## config.mk

```make
export PLATFORM = sky130hd
export DESIGN_NAME = fhsc_core
export DESIGN_NICKNAME = d
export VERILOG_FILES = /design/src/core/fhsc_pkg.sv /design/src/core/fhsc_param_mem.sv /design/src/core/fhsc_res_buf.sv /design/src/core/fhsc_core.sv
export SDC_FILE = /design/constraint.sdc
export NUM_CORES = 1
export LEC_CHECK = 0
export BUFFER_PORTS_ARGS = -buffer_cell sky130_fd_sc_hd__buf_2
export CAP_MARGIN = 10
export CELL_PAD_IN_SITES_DETAIL_PLACEMENT = 0
export CELL_PAD_IN_SITES_GLOBAL_PLACEMENT = 1
export CORE_MARGIN = 5
export CORE_UTILIZATION = 25
export CTS_BUF_LIST = sky130_fd_sc_hd__clkbuf_8
export CTS_CLUSTER_DIAMETER = 80
export DETAILED_ROUTE_END_ITERATION = 12
export GPL_TIMING_DRIVEN = 0
export PLACE_DENSITY_LB_ADDON = 0.2
export RECOVER_POWER = 25
export SLEW_MARGIN = 20
export SYNTH_ARGS = -nofsm -noshare
export SYNTH_HDL_FRONTEND = slang
export SYNTH_SLANG_ARGS = --single-unit
```

## constraint.sdc

```tcl
create_clock -name clk -period 2.8 [get_ports clk]
set_input_delay 0 -clock clk [delete_from_list [all_inputs] [get_ports clk]]
set_output_delay 0 -clock clk [all_outputs]
set_load 0.02 [all_outputs]
```

## src/core/fhsc_pkg.sv

```systemverilog
// package with the types and constants of the status and command sequencer
package fhsc_pkg;

  // clock and timing
  localparam int CLK_PERIOD_NS = 8;
  localparam int REQ_GAP_NS    = 24;
  localparam int REQ_GAP_CYC   =
    (REQ_GAP_NS + CLK_PERIOD_NS - 1) / CLK_PERIOD_NS;
  localparam int GAP_W         = 2;

  // command byte store
  localparam int PMEM_AW    = 4;
  localparam int PMEM_DEPTH = 16;

  // result buffer
  localparam int RBUF_DEPTH = 2;

  // reset values
  localparam logic [7:0] MSR_RESET  = 8'h00;
  localparam logic [7:0] BYTE_RESET = 8'h00;

  // main status register layout, msb first
  typedef struct packed {
    logic       host_request;
    logic       transfer_direction;
    logic       no_dma_flag;
    logic       controller_busy;
    logic [3:0] seek_busy;
  } fhsc_status_type;

  // result byte from the execution engine
  typedef struct packed {
    logic       last;
    logic [7:0] data;
  } fhsc_result_type;

  localparam fhsc_result_type RES_RESET = '{last: 1'b0, data: BYTE_RESET};

  // command phases
  typedef enum logic [1:0] {
    PH_IDLE    = 2'b00,
    PH_COMMAND = 2'b01,
    PH_EXEC    = 2'b10,
    PH_RESULT  = 2'b11
  } fhsc_phase_type;

endpackage : fhsc_pkg

```

## src/core/fhsc_param_mem.sv

```systemverilog
// small store for the command and parameter bytes
`timescale 1ns/1ns
module fhsc_param_mem
  import fhsc_pkg::*;
(
  // clock
  input  wire logic               clk,
  // write port
  input  wire logic               we,
  input  wire logic [PMEM_AW-1:0] waddr,
  input  wire logic [7:0]         wdata,
  // registered read port
  input  wire logic [PMEM_AW-1:0] raddr,
  output logic      [7:0]         rdata
);

  logic [7:0] mem [PMEM_DEPTH];

  always_ff @(posedge clk)
  begin
    if (we)
    begin
      mem[waddr] <= wdata;
    end
  end

  always_ff @(posedge clk)
  begin
    rdata <= mem[raddr];
  end

endmodule : fhsc_param_mem

```

## src/core/fhsc_res_buf.sv

```systemverilog
// two-entry buffer for result bytes on their way to the processor
`timescale 1ns/1ns
module fhsc_res_buf
  import fhsc_pkg::*;
(
  // clock and reset
  input  wire logic            clk,
  input  wire logic            rstn,
  // filling side
  input  wire logic            in_valid,
  input  wire fhsc_result_type in_data,
  output logic                 in_ready,
  // draining side
  output logic                 out_valid,
  output fhsc_result_type      out_data,
  input  wire logic            out_ready
);

  fhsc_result_type slot [RBUF_DEPTH];
  logic            wptr;
  logic            rptr;
  logic [1:0]      count;
  logic            push;
  logic            pop;
  logic [1:0]      next_count;

  assign push       = in_valid && in_ready;
  assign pop        = out_valid && out_ready;
  assign next_count = count + {1'b0, push} - {1'b0, pop};
  assign out_valid  = (count != 2'd0);
  assign out_data   = slot[rptr];

  always_ff @(posedge clk or negedge rstn)
  begin
    if (!rstn)
    begin
      count    <= 2'd0;
      wptr     <= 1'b0;
      rptr     <= 1'b0;
      in_ready <= 1'b1;
      slot[0]  <= RES_RESET;
      slot[1]  <= RES_RESET;
    end
    else
    begin
      count    <= next_count;
      in_ready <= (next_count != 2'(RBUF_DEPTH));
      if (push)
      begin
        slot[wptr] <= in_data;
        wptr       <= ~wptr;
      end
      if (pop)
      begin
        rptr <= ~rptr;
      end
    end
  end

endmodule : fhsc_res_buf

```

## src/core/fhsc_core.sv

```systemverilog
// main status register and three-phase command sequencer
`timescale 1ns/1ns
module fhsc_core
  import fhsc_pkg::*;
(
  // clock and reset
  input  wire logic               clk,
  input  wire logic               rstn,
  // processor bus pins
  input  wire logic               cs_n,
  input  wire logic               rd_n,
  input  wire logic               wr_n,
  input  wire logic               register_select,
  input  wire logic [7:0]         db_in,
  output logic      [7:0]         db_out,
  output logic                    db_oe_n,
  // drive and mode state from the execution engine
  input  wire logic [3:0]         drive_seek,
  input  wire logic               no_dma_mode,
  // command hand-off to the execution engine
  output logic                    exec_start,
  output logic      [7:0]         exec_opcode,
  output logic      [3:0]         cmd_count,
  input  wire logic [PMEM_AW-1:0] param_addr,
  output logic      [7:0]         param_data,
  input  wire logic               exec_done,
  input  wire logic               exec_has_result,
  // result bytes from the execution engine
  input  wire logic               res_valid,
  input  wire fhsc_result_type    res_data,
  output logic                    res_ready
);

  fhsc_phase_type  phase;
  fhsc_status_type main_status;
  logic [11:0]     pin_s1;
  logic [11:0]     pin_s2;
  logic            pin_cs;
  logic            pin_rd;
  logic            pin_wr;
  logic            pin_sel;
  logic            acc_rd;
  logic            acc_wr;
  logic            acc_rd_p;
  logic            acc_wr_p;
  logic            acc_sel;
  logic [7:0]      wr_byte;
  logic            rd_done;
  logic            wr_done;
  logic            take_wr;
  logic            take_rd;
  logic [GAP_W-1:0] gap;
  logic [3:0]      cmd_len;
  logic [3:0]      first_len;
  logic            buf_valid;
  fhsc_result_type buf_data;

  // total byte count of each command, opcode included
  function automatic logic [3:0] len_of(input logic [7:0] op);
    logic [3:0] n;
    n = 4'd1;
    unique case (op[4:0])
      5'h06, 5'h0c, 5'h05, 5'h09, 5'h02,
      5'h11, 5'h19, 5'h1d: n = 4'd9;
      5'h0d:               n = 4'd6;
      5'h03, 5'h0f:        n = 4'd3;
      5'h0a, 5'h07, 5'h04: n = 4'd2;
      default:             n = 4'd1;
    endcase
    return n;
  endfunction : len_of

  // two-stage synchroniser for the bus pins
  always_ff @(posedge clk or negedge rstn)
  begin
    if (!rstn)
    begin
      pin_s1 <= 12'he_00;
      pin_s2 <= 12'he_00;
    end
    else
    begin
      pin_s1 <= {cs_n, rd_n, wr_n, register_select, db_in};
      pin_s2 <= pin_s1;
    end
  end

  assign pin_cs = ~pin_s2[11];
  assign pin_rd = ~pin_s2[10];
  assign pin_wr = ~pin_s2[9];
  assign pin_sel = pin_s2[8];

  // legal accesses only; write with select low is dropped
  assign acc_rd = pin_cs && pin_rd && !pin_wr;
  assign acc_wr = pin_cs && pin_wr && !pin_rd && pin_sel;

  // access tracking, a byte counts when its strobe ends
  always_ff @(posedge clk or negedge rstn)
  begin
    if (!rstn)
    begin
      acc_rd_p <= 1'b0;
      acc_wr_p <= 1'b0;
      acc_sel  <= 1'b0;
      wr_byte  <= BYTE_RESET;
    end
    else
    begin
      acc_rd_p <= acc_rd;
      acc_wr_p <= acc_wr;
      if (acc_rd)
      begin
        acc_sel <= pin_sel;
      end
      if (acc_wr)
      begin
        wr_byte <= pin_s2[7:0];
      end
    end
  end

  assign rd_done = acc_rd_p && !acc_rd;
  assign wr_done = acc_wr_p && !acc_wr;

  // a data access is taken only with matching ready and direction
  assign take_wr = wr_done && main_status.host_request
                   && !main_status.transfer_direction;
  assign take_rd = rd_done && acc_sel && main_status.host_request
                   && main_status.transfer_direction;

  assign first_len = len_of(wr_byte);

  // phase sequencing
  always_ff @(posedge clk or negedge rstn)
  begin
    if (!rstn)
    begin
      phase <= PH_IDLE;
    end
    else
    begin
      unique case (phase)
        PH_IDLE:
        begin
          if (take_wr)
          begin
            phase <= (first_len == 4'd1) ? PH_EXEC : PH_COMMAND;
          end
        end
        PH_COMMAND:
        begin
          if (take_wr && (cmd_count + 4'd1 == cmd_len))
          begin
            phase <= PH_EXEC;
          end
        end
        PH_EXEC:
        begin
          if (exec_done)
          begin
            phase <= exec_has_result ? PH_RESULT : PH_IDLE;
          end
        end
        PH_RESULT:
        begin
          if (take_rd && buf_data.last)
          begin
            phase <= PH_IDLE;
          end
        end
      endcase
    end
  end

  // byte counting and hand-off to the execution engine
  always_ff @(posedge clk or negedge rstn)
  begin
    if (!rstn)
    begin
      cmd_count   <= 4'd0;
      cmd_len     <= 4'd0;
      exec_opcode <= BYTE_RESET;
      exec_start  <= 1'b0;
    end
    else
    begin
      exec_start <= 1'b0;
      if (take_wr && phase == PH_IDLE)
      begin
        exec_opcode <= wr_byte;
        cmd_len     <= first_len;
        cmd_count   <= 4'd1;
        exec_start  <= (first_len == 4'd1);
      end
      else if (take_wr && phase == PH_COMMAND)
      begin
        cmd_count  <= cmd_count + 4'd1;
        exec_start <= (cmd_count + 4'd1 == cmd_len);
      end
    end
  end

  // recovery gap after each taken byte
  always_ff @(posedge clk or negedge rstn)
  begin
    if (!rstn)
    begin
      gap <= '0;
    end
    else if (take_wr || take_rd)
    begin
      gap <= GAP_W'(REQ_GAP_CYC);
    end
    else if (gap != '0)
    begin
      gap <= gap - GAP_W'(1);
    end
  end

  // main status register
  always_ff @(posedge clk or negedge rstn)
  begin
    if (!rstn)
    begin
      main_status <= MSR_RESET;
    end
    else
    begin
      main_status.seek_busy          <= drive_seek;
      main_status.controller_busy    <= (phase != PH_IDLE);
      main_status.no_dma_flag        <= no_dma_mode;
      main_status.transfer_direction <= (phase == PH_RESULT);
      if (take_wr || take_rd || gap != '0)
      begin
        main_status.host_request <= 1'b0;
      end
      else
      begin
        unique case (phase)
          PH_IDLE, PH_COMMAND: main_status.host_request <= 1'b1;
          PH_EXEC:             main_status.host_request <= 1'b0;
          PH_RESULT:           main_status.host_request <= buf_valid;
        endcase
      end
    end
  end

  // data bus drive during reads
  always_ff @(posedge clk or negedge rstn)
  begin
    if (!rstn)
    begin
      db_out  <= BYTE_RESET;
      db_oe_n <= 1'b1;
    end
    else
    begin
      db_oe_n <= ~acc_rd;
      if (acc_rd && !pin_sel)
      begin
        db_out <= main_status;
      end
      else if (acc_rd)
      begin
        db_out <= buf_data.data;
      end
    end
  end

  fhsc_param_mem u_param_mem (
    .clk   (clk),
    .we    (take_wr),
    .waddr (phase == PH_IDLE ? 4'd0 : cmd_count),
    .wdata (wr_byte),
    .raddr (param_addr),
    .rdata (param_data)
  );

  fhsc_res_buf u_res_buf (
    .clk       (clk),
    .rstn      (rstn),
    .in_valid  (res_valid),
    .in_data   (res_data),
    .in_ready  (res_ready),
    .out_valid (buf_valid),
    .out_data  (buf_data),
    .out_ready (take_rd)
  );
endmodule : fhsc_core

```

After elaboration in Yosys (flattened, before gate mapping)
Memory sizes are Yosys's and may differ from the RTL's. A register that Yosys moved wholly into a read port is not among the register bits. Cells that the tools add are included.

Flip-flop bits (word level): 96. RAM bits: 128. ROM bits: 128. Bits of input ports: 35. Output and inout bits: 31. Memories: 2.

Memories: (name not given) (depth 32, width 4, read ports 1, clocked after memory_dff 0, write ports 0, RTL line fhsc_core.sv:62) `unique case (op[4:0])`; u_param_mem.mem (depth 16, width 8, read ports 1, clocked after memory_dff 1, write ports 1, RTL line fhsc_param_mem.sv:17) `logic [7:0] mem [PMEM_DEPTH];`.

Add/subtract/negate cells: 4. Order comparisons: 3. Equality and inequality tests: 10. Multiplexer cells: 26. Bitwise logic cells: 8. Reductions and logical operators: 35.

Operators with widths (number): $mux W9 (4); $logic_and A1 B1 Y1 (20); $bwmux W18 (1); $mux W2 (8); $mux W8 (2); $mux W4 (3); $reduce_bool A2 Y1 (6); $ne A2 B2 Y1 const B (5); $demux W9 S1 (1); $pmux W2 S4 (1); $not A1 Y1 (6); $mux W1 (5); $add A4 B1 Y4 const B (1); $eq A2 B2 Y1 const B (2); $eq A4 B1 Y1 const B (1); $eq A4 B4 Y1 (1); $ge A2 B2 Y1 const B (2); $logic_not A1 Y1 (4); $not A1 Y2 (2); $reduce_and A4 Y1 (1); $pmux W1 S3 (1); $add A2 B1 Y2 (1); $eq A2 B1 Y1 const B (1); $logic_not A2 Y1 (1); 5 further kinds (6).

Longest topological paths before layout
Depth in word-level cells: 11. Depth in mapped cells: 11. Gate-level depth less buffers: 11.

Hierarchy
From an unflattened synthesis, not the netlist that was laid out.

Cell total of the unflattened synthesis: 548. Area, all modules: 9137.5 um^2.

Modules (own cells, without submodules): fhsc_param_mem (instances 1, cells each 229, area an instance 5147.4 um^2, seq. area each 4003.8 um^2); fhsc_core (instances 1, cells each 246, area an instance 2930.3 um^2, seq. area each 1835.5 um^2); fhsc_res_buf (instances 1, cells each 73, area an instance 1059.8 um^2, seq. area each 576.8 um^2).

Least setup slack after synthesis
No wires, ideal clock.

Path type: register to register. From: register pin_s2[9]. To: memory u_param_mem.mem[2][0], enable pin. Arrival: 2.252 ns. Data required time: 2.402 ns. Setup slack: 0.150 ns. Stages on the path, launching flop included: 5. Clock period less this slack: 2.650 ns. Cells stage by stage: dfstp_2 > nand4bb_2 > inv_2 > or4_4 > nor4b_1.

Longest elaborated chain between the ends: 10.

RTL lines: from (decl) (RTL line fhsc_core.sv:37) `logic [11:0] pin_s2;`; from (signal assigned) (RTL line fhsc_core.sv:84) `pin_s2 <= pin_s1;`; $not A1 Y1 (RTL line fhsc_core.sv:90) `assign pin_wr = ~pin_s2[9];`; $logic_and A1 B1 Y1 (3 in a row) (RTL line fhsc_core.sv:95) `assign acc_wr = pin_cs && pin_wr && !pin_rd && pin_sel;`; $logic_not A1 Y1 (RTL line fhsc_core.sv:123) `assign wr_done = acc_wr_p && !acc_wr;`; $logic_and A1 B1 Y1 (RTL line fhsc_core.sv:123); $logic_and A1 B1 Y1 (RTL line fhsc_core.sv:126) `assign take_wr = wr_done && main_status.host_request`; $logic_and A1 B1 Y1 (RTL line fhsc_core.sv:127) `&& !main_status.transfer_direction;`; $mux W1 (RTL line fhsc_param_mem.sv:21) `if (we)`; $mux W1 (implied by the code) (RTL line fhsc_param_mem.sv:23) `mem[waddr] <= wdata;`; to (decl) (RTL line fhsc_param_mem.sv:17).

Every way passes these cells.

Worst setup path in the final report
From: register pin_s2[9]. To: memory u_param_mem.mem[2][1], enable pin.

Same word-level chain as after synthesis.

==> run metrics <==
portion of netlist area occupied by mux cells=0.143; CTS sink cnt=232; Starting Density=0.253; initial antenna violation count=1; Worst VDD drop=0.358 mV; mean routed wirelength per cell=17.8 um; Vias/cell=4.27; Reg2Reg Depth=5; xor and xnor area share after synthesis=0.0107; final setup vio count=0; Cell variety after synth=51; Die Wd=200 um; ys async rst share=0.414; r2r endpoint=u_param_mem.mem[2][1]; diode count=0; critical path type=reg2reg; clock skew=0.0247 ns; Ports=66; max_cap viols=0; Worst Hold Class=in2reg; RR Startpoint=pin_s2[9]; Worst Tran Pin Value=1.35 ns; Initial DRC Count=222; Mapped Cells=542; Final #Nets=734; grt total ovfl=0; H-tree lvl count=2; Final Max Tran Viols=0; Mapped Avg Cell Area=16.7 um2; Port Buffers=62; DP Wirelength=13.6 mm; Final period util=0.919; P_leak=4.38 nW; Worst Path Required=3.03 ns; first-pass GRT wire length=32.7 mm; worst path arrival time=2.80 ns; sequential cell area fraction in the yosys report=0.710; largest area contributor in the netlist=edfxtp_1; RSZ-0062 raised after global routing=false; top cells by area, synth=edfxtp_1, dfrtp_1, mux4_2; syn_nets=587; CORE AREA=35,700 um2; DRC Markers=0; first drt pass iteration count=4; total CTS buffers=42; Max clock buf depth=3; status=finished clean; Filler cells=3,561; Post-DRT Antenna Nets=0; Buf/Inv on CP=2; Max-slew headroom=0.103; Hold Path Cell Cnt=3; Post-synth EDFFs=128; Synth warnings=0; total global-route track usage=0.105; Die Ht=200 um; vias in the first global route=5,470; Max Freq=388 MHz; R2R setup slack=0.23 ns; Post-CTS Setup Repair Bufs=0; hold path start=param_addr[1]; Area Overhead vs Synth=23.4%; CP top delay family=simple AND/OR/NAND/NOR gates; crit path capture type=flip-flop; slowest stage cell, crit path=or4_4; Final Hold Fails=0; hold path endpoint=u_param_mem.rdata[7]; Clock Pin Slew Worst Setup and Hold Paths=0.06 ns; Final Util=0.313; main combinational cell family by area after synthesis=multiplexers; crit-path max cell delay=0.57 ns; RePlAce Congestion=0.723; pwr dens=764 nW/um2; Most used DFF post-synth=edfxtp_1; CTS tree=done; Yosys top cell area share=0.425; Post-synth top cells=edfxtp_1, dfrtp_1, nand2_1; Clock Latency Late Sink=0.53 ns; die area=40,000 um2; post-synthesis adder-cell area fraction=0.0138; Root Buffer=clkbuf_8; Mapped Area=9030 um2; FF+latch count, synth=232; Setup crit start kind=flip-flop; crit-path max FO=6; simple-gate portion of the synthesized area=0.0712; vias post-DR=5,046; post-synthesis compound-gate area fraction=0.0285; Setup TNS=0 ns; share of cells above drive strength 1=0.287; total power draw=8.52 mW; Routed WL=21.0 mm; most instantiated library cell after synthesis=edfxtp_1; row count=69; largest net degree at the start of global routing=57; Period minus WS final=2.57 ns; CP cell instances=nand4bb_2 -> inv_2 -> or4_4 -> nor4b_2 -> buf_2
[state kept, by name (all words and copies together) (netlist names), 2 cells and up]
name / cells
u_param_mem.mem: 128
u_res_buf.slot: 18
pin_s1: 12
pin_s2: 12
db_out: 8
exec_opcode: 8
main_status: 8
u_param_mem.rdata: 8
wr_byte: 8
cmd_count: 4
cmd_len: 4
gap: 2
phase: 2
u_res_buf.count: 2
[cells in the final DEF, fill, tap and decap left out, types with 2 or more instances in the layout]
cell type	n
dfstp_2	8
nand2_1	75
a31oi_1	2
clkinv_2	5
xor2_1	5
mux2_2	20
nor2b_1	3
mux4_2	26
ha_1	10
nor3_1	2
a21oi_1	2
buf_4	6
nand3_1	5
nor3_2	3
mux4_1	14
o21a_1	2
edfxtp_1	128
inv_1	33
clkbuf_8	48
nor3b_4	2
nand2b_1	5
buf_6	3
buf_2	70
and3_1	2
nand4b_1	2
dlygate4sd3_1	34
clkbuf_2	2
dfxtp_1	8
nor2_2	4
xnor2_1	6
clkbuf_1	10
mux2i_1	11
dfrtp_1	88
nor3b_1	3
nor2_1	17
nand4_1	4
o21ai_0	29
[metal layers]
metal / share of wire / vias up / global-route usage
met4: 0.020 / 0 / 0.0329
met1: 0.46 / 2568 / 0.145
li1: - / 2327 / -
met3: 0.047 / 38 / 0.0228
met2: 0.47 / 113 / 0.165
met5: 0 / - / 0
[layout make-up]
cell class              count  area, um2  area share
clock buffers              48        661      0.0593
inverters                  13       48.8     0.00438
clock inverters            28        115      0.0103
well taps                 461        577      0.0518
plain buffers              24        159      0.0143
flip-flops and latches    232       6420       0.576
repair buffers            103        693      0.0622
multi-input cells         273       2480       0.222
[through the flow]
stage	hold WS, ns	cells	cell area [um2]	setup slack [ns]
6_report	0.0642	1182	11100	0.226
5_1_grt	0.0637	1182	11100	0.00967
4_1_cts	0.0411	1182	11200	-0.0134
3_5_place_dp	-0.0522	1071	10000	-0.0969
3_3_place_gp	0.108	1065	9920	-0.939
2_1_floorplan	-0.296	542	9030	0.150
[power breakdown]
part	leakage, nW	total, mW	switching (mW)	internal (mW)
Sequential	2.40	4.35	0.320	4.03
Clock	0.478	2.92	1.36	1.56
Combinational	1.51	1.25	0.675	0.580
[worst reg2reg max path: cells and delay by family, from the launching register on]
kind,cells,cell delay [ns]
buffers and inverters,2,0.42
flip-flops,1,0.52
AND/OR/NAND/NOR,3,1.34
[cells by family after synthesis]
kind of cell,count (synthesis)
xor+xnor,11
simple gates,137
buf+inv,37
flops,232
mux,71
fa+ha+maj,10
compound gates,44
[how the worst max path moves through the flow]
stage | startpoint | to | slack [ns] | cells after the start
2_1_floorplan | pin_s2[9] | u_param_mem.mem[2][0] | 0.15 | 4
3_3_place_gp | pin_s2[9] | u_param_mem.mem[2][0] | -0.94 | 4
3_5_place_dp | pin_s2[8] | u_param_mem.mem[7][7] | -0.1 | 6
4_1_cts | pin_s2[8] | u_param_mem.mem[4][7] | -0.01 | 7
5_1_grt | pin_s2[8] | u_param_mem.mem[15][0] | 0.01 | 6
6_report | pin_s2[9] | u_param_mem.mem[2][1] | 0.23 | 5
[repair_timing]
item / 4_1_cts / 5_1_grt
endpoints found under the setup margin: 16 / 42
hold buffers: 35 / 0
endpoints found under the hold margin: 135 / 0
pin swaps: 0 / 1
gates resized for setup: 2 / 5
Power figures use the tool's default switching activity.
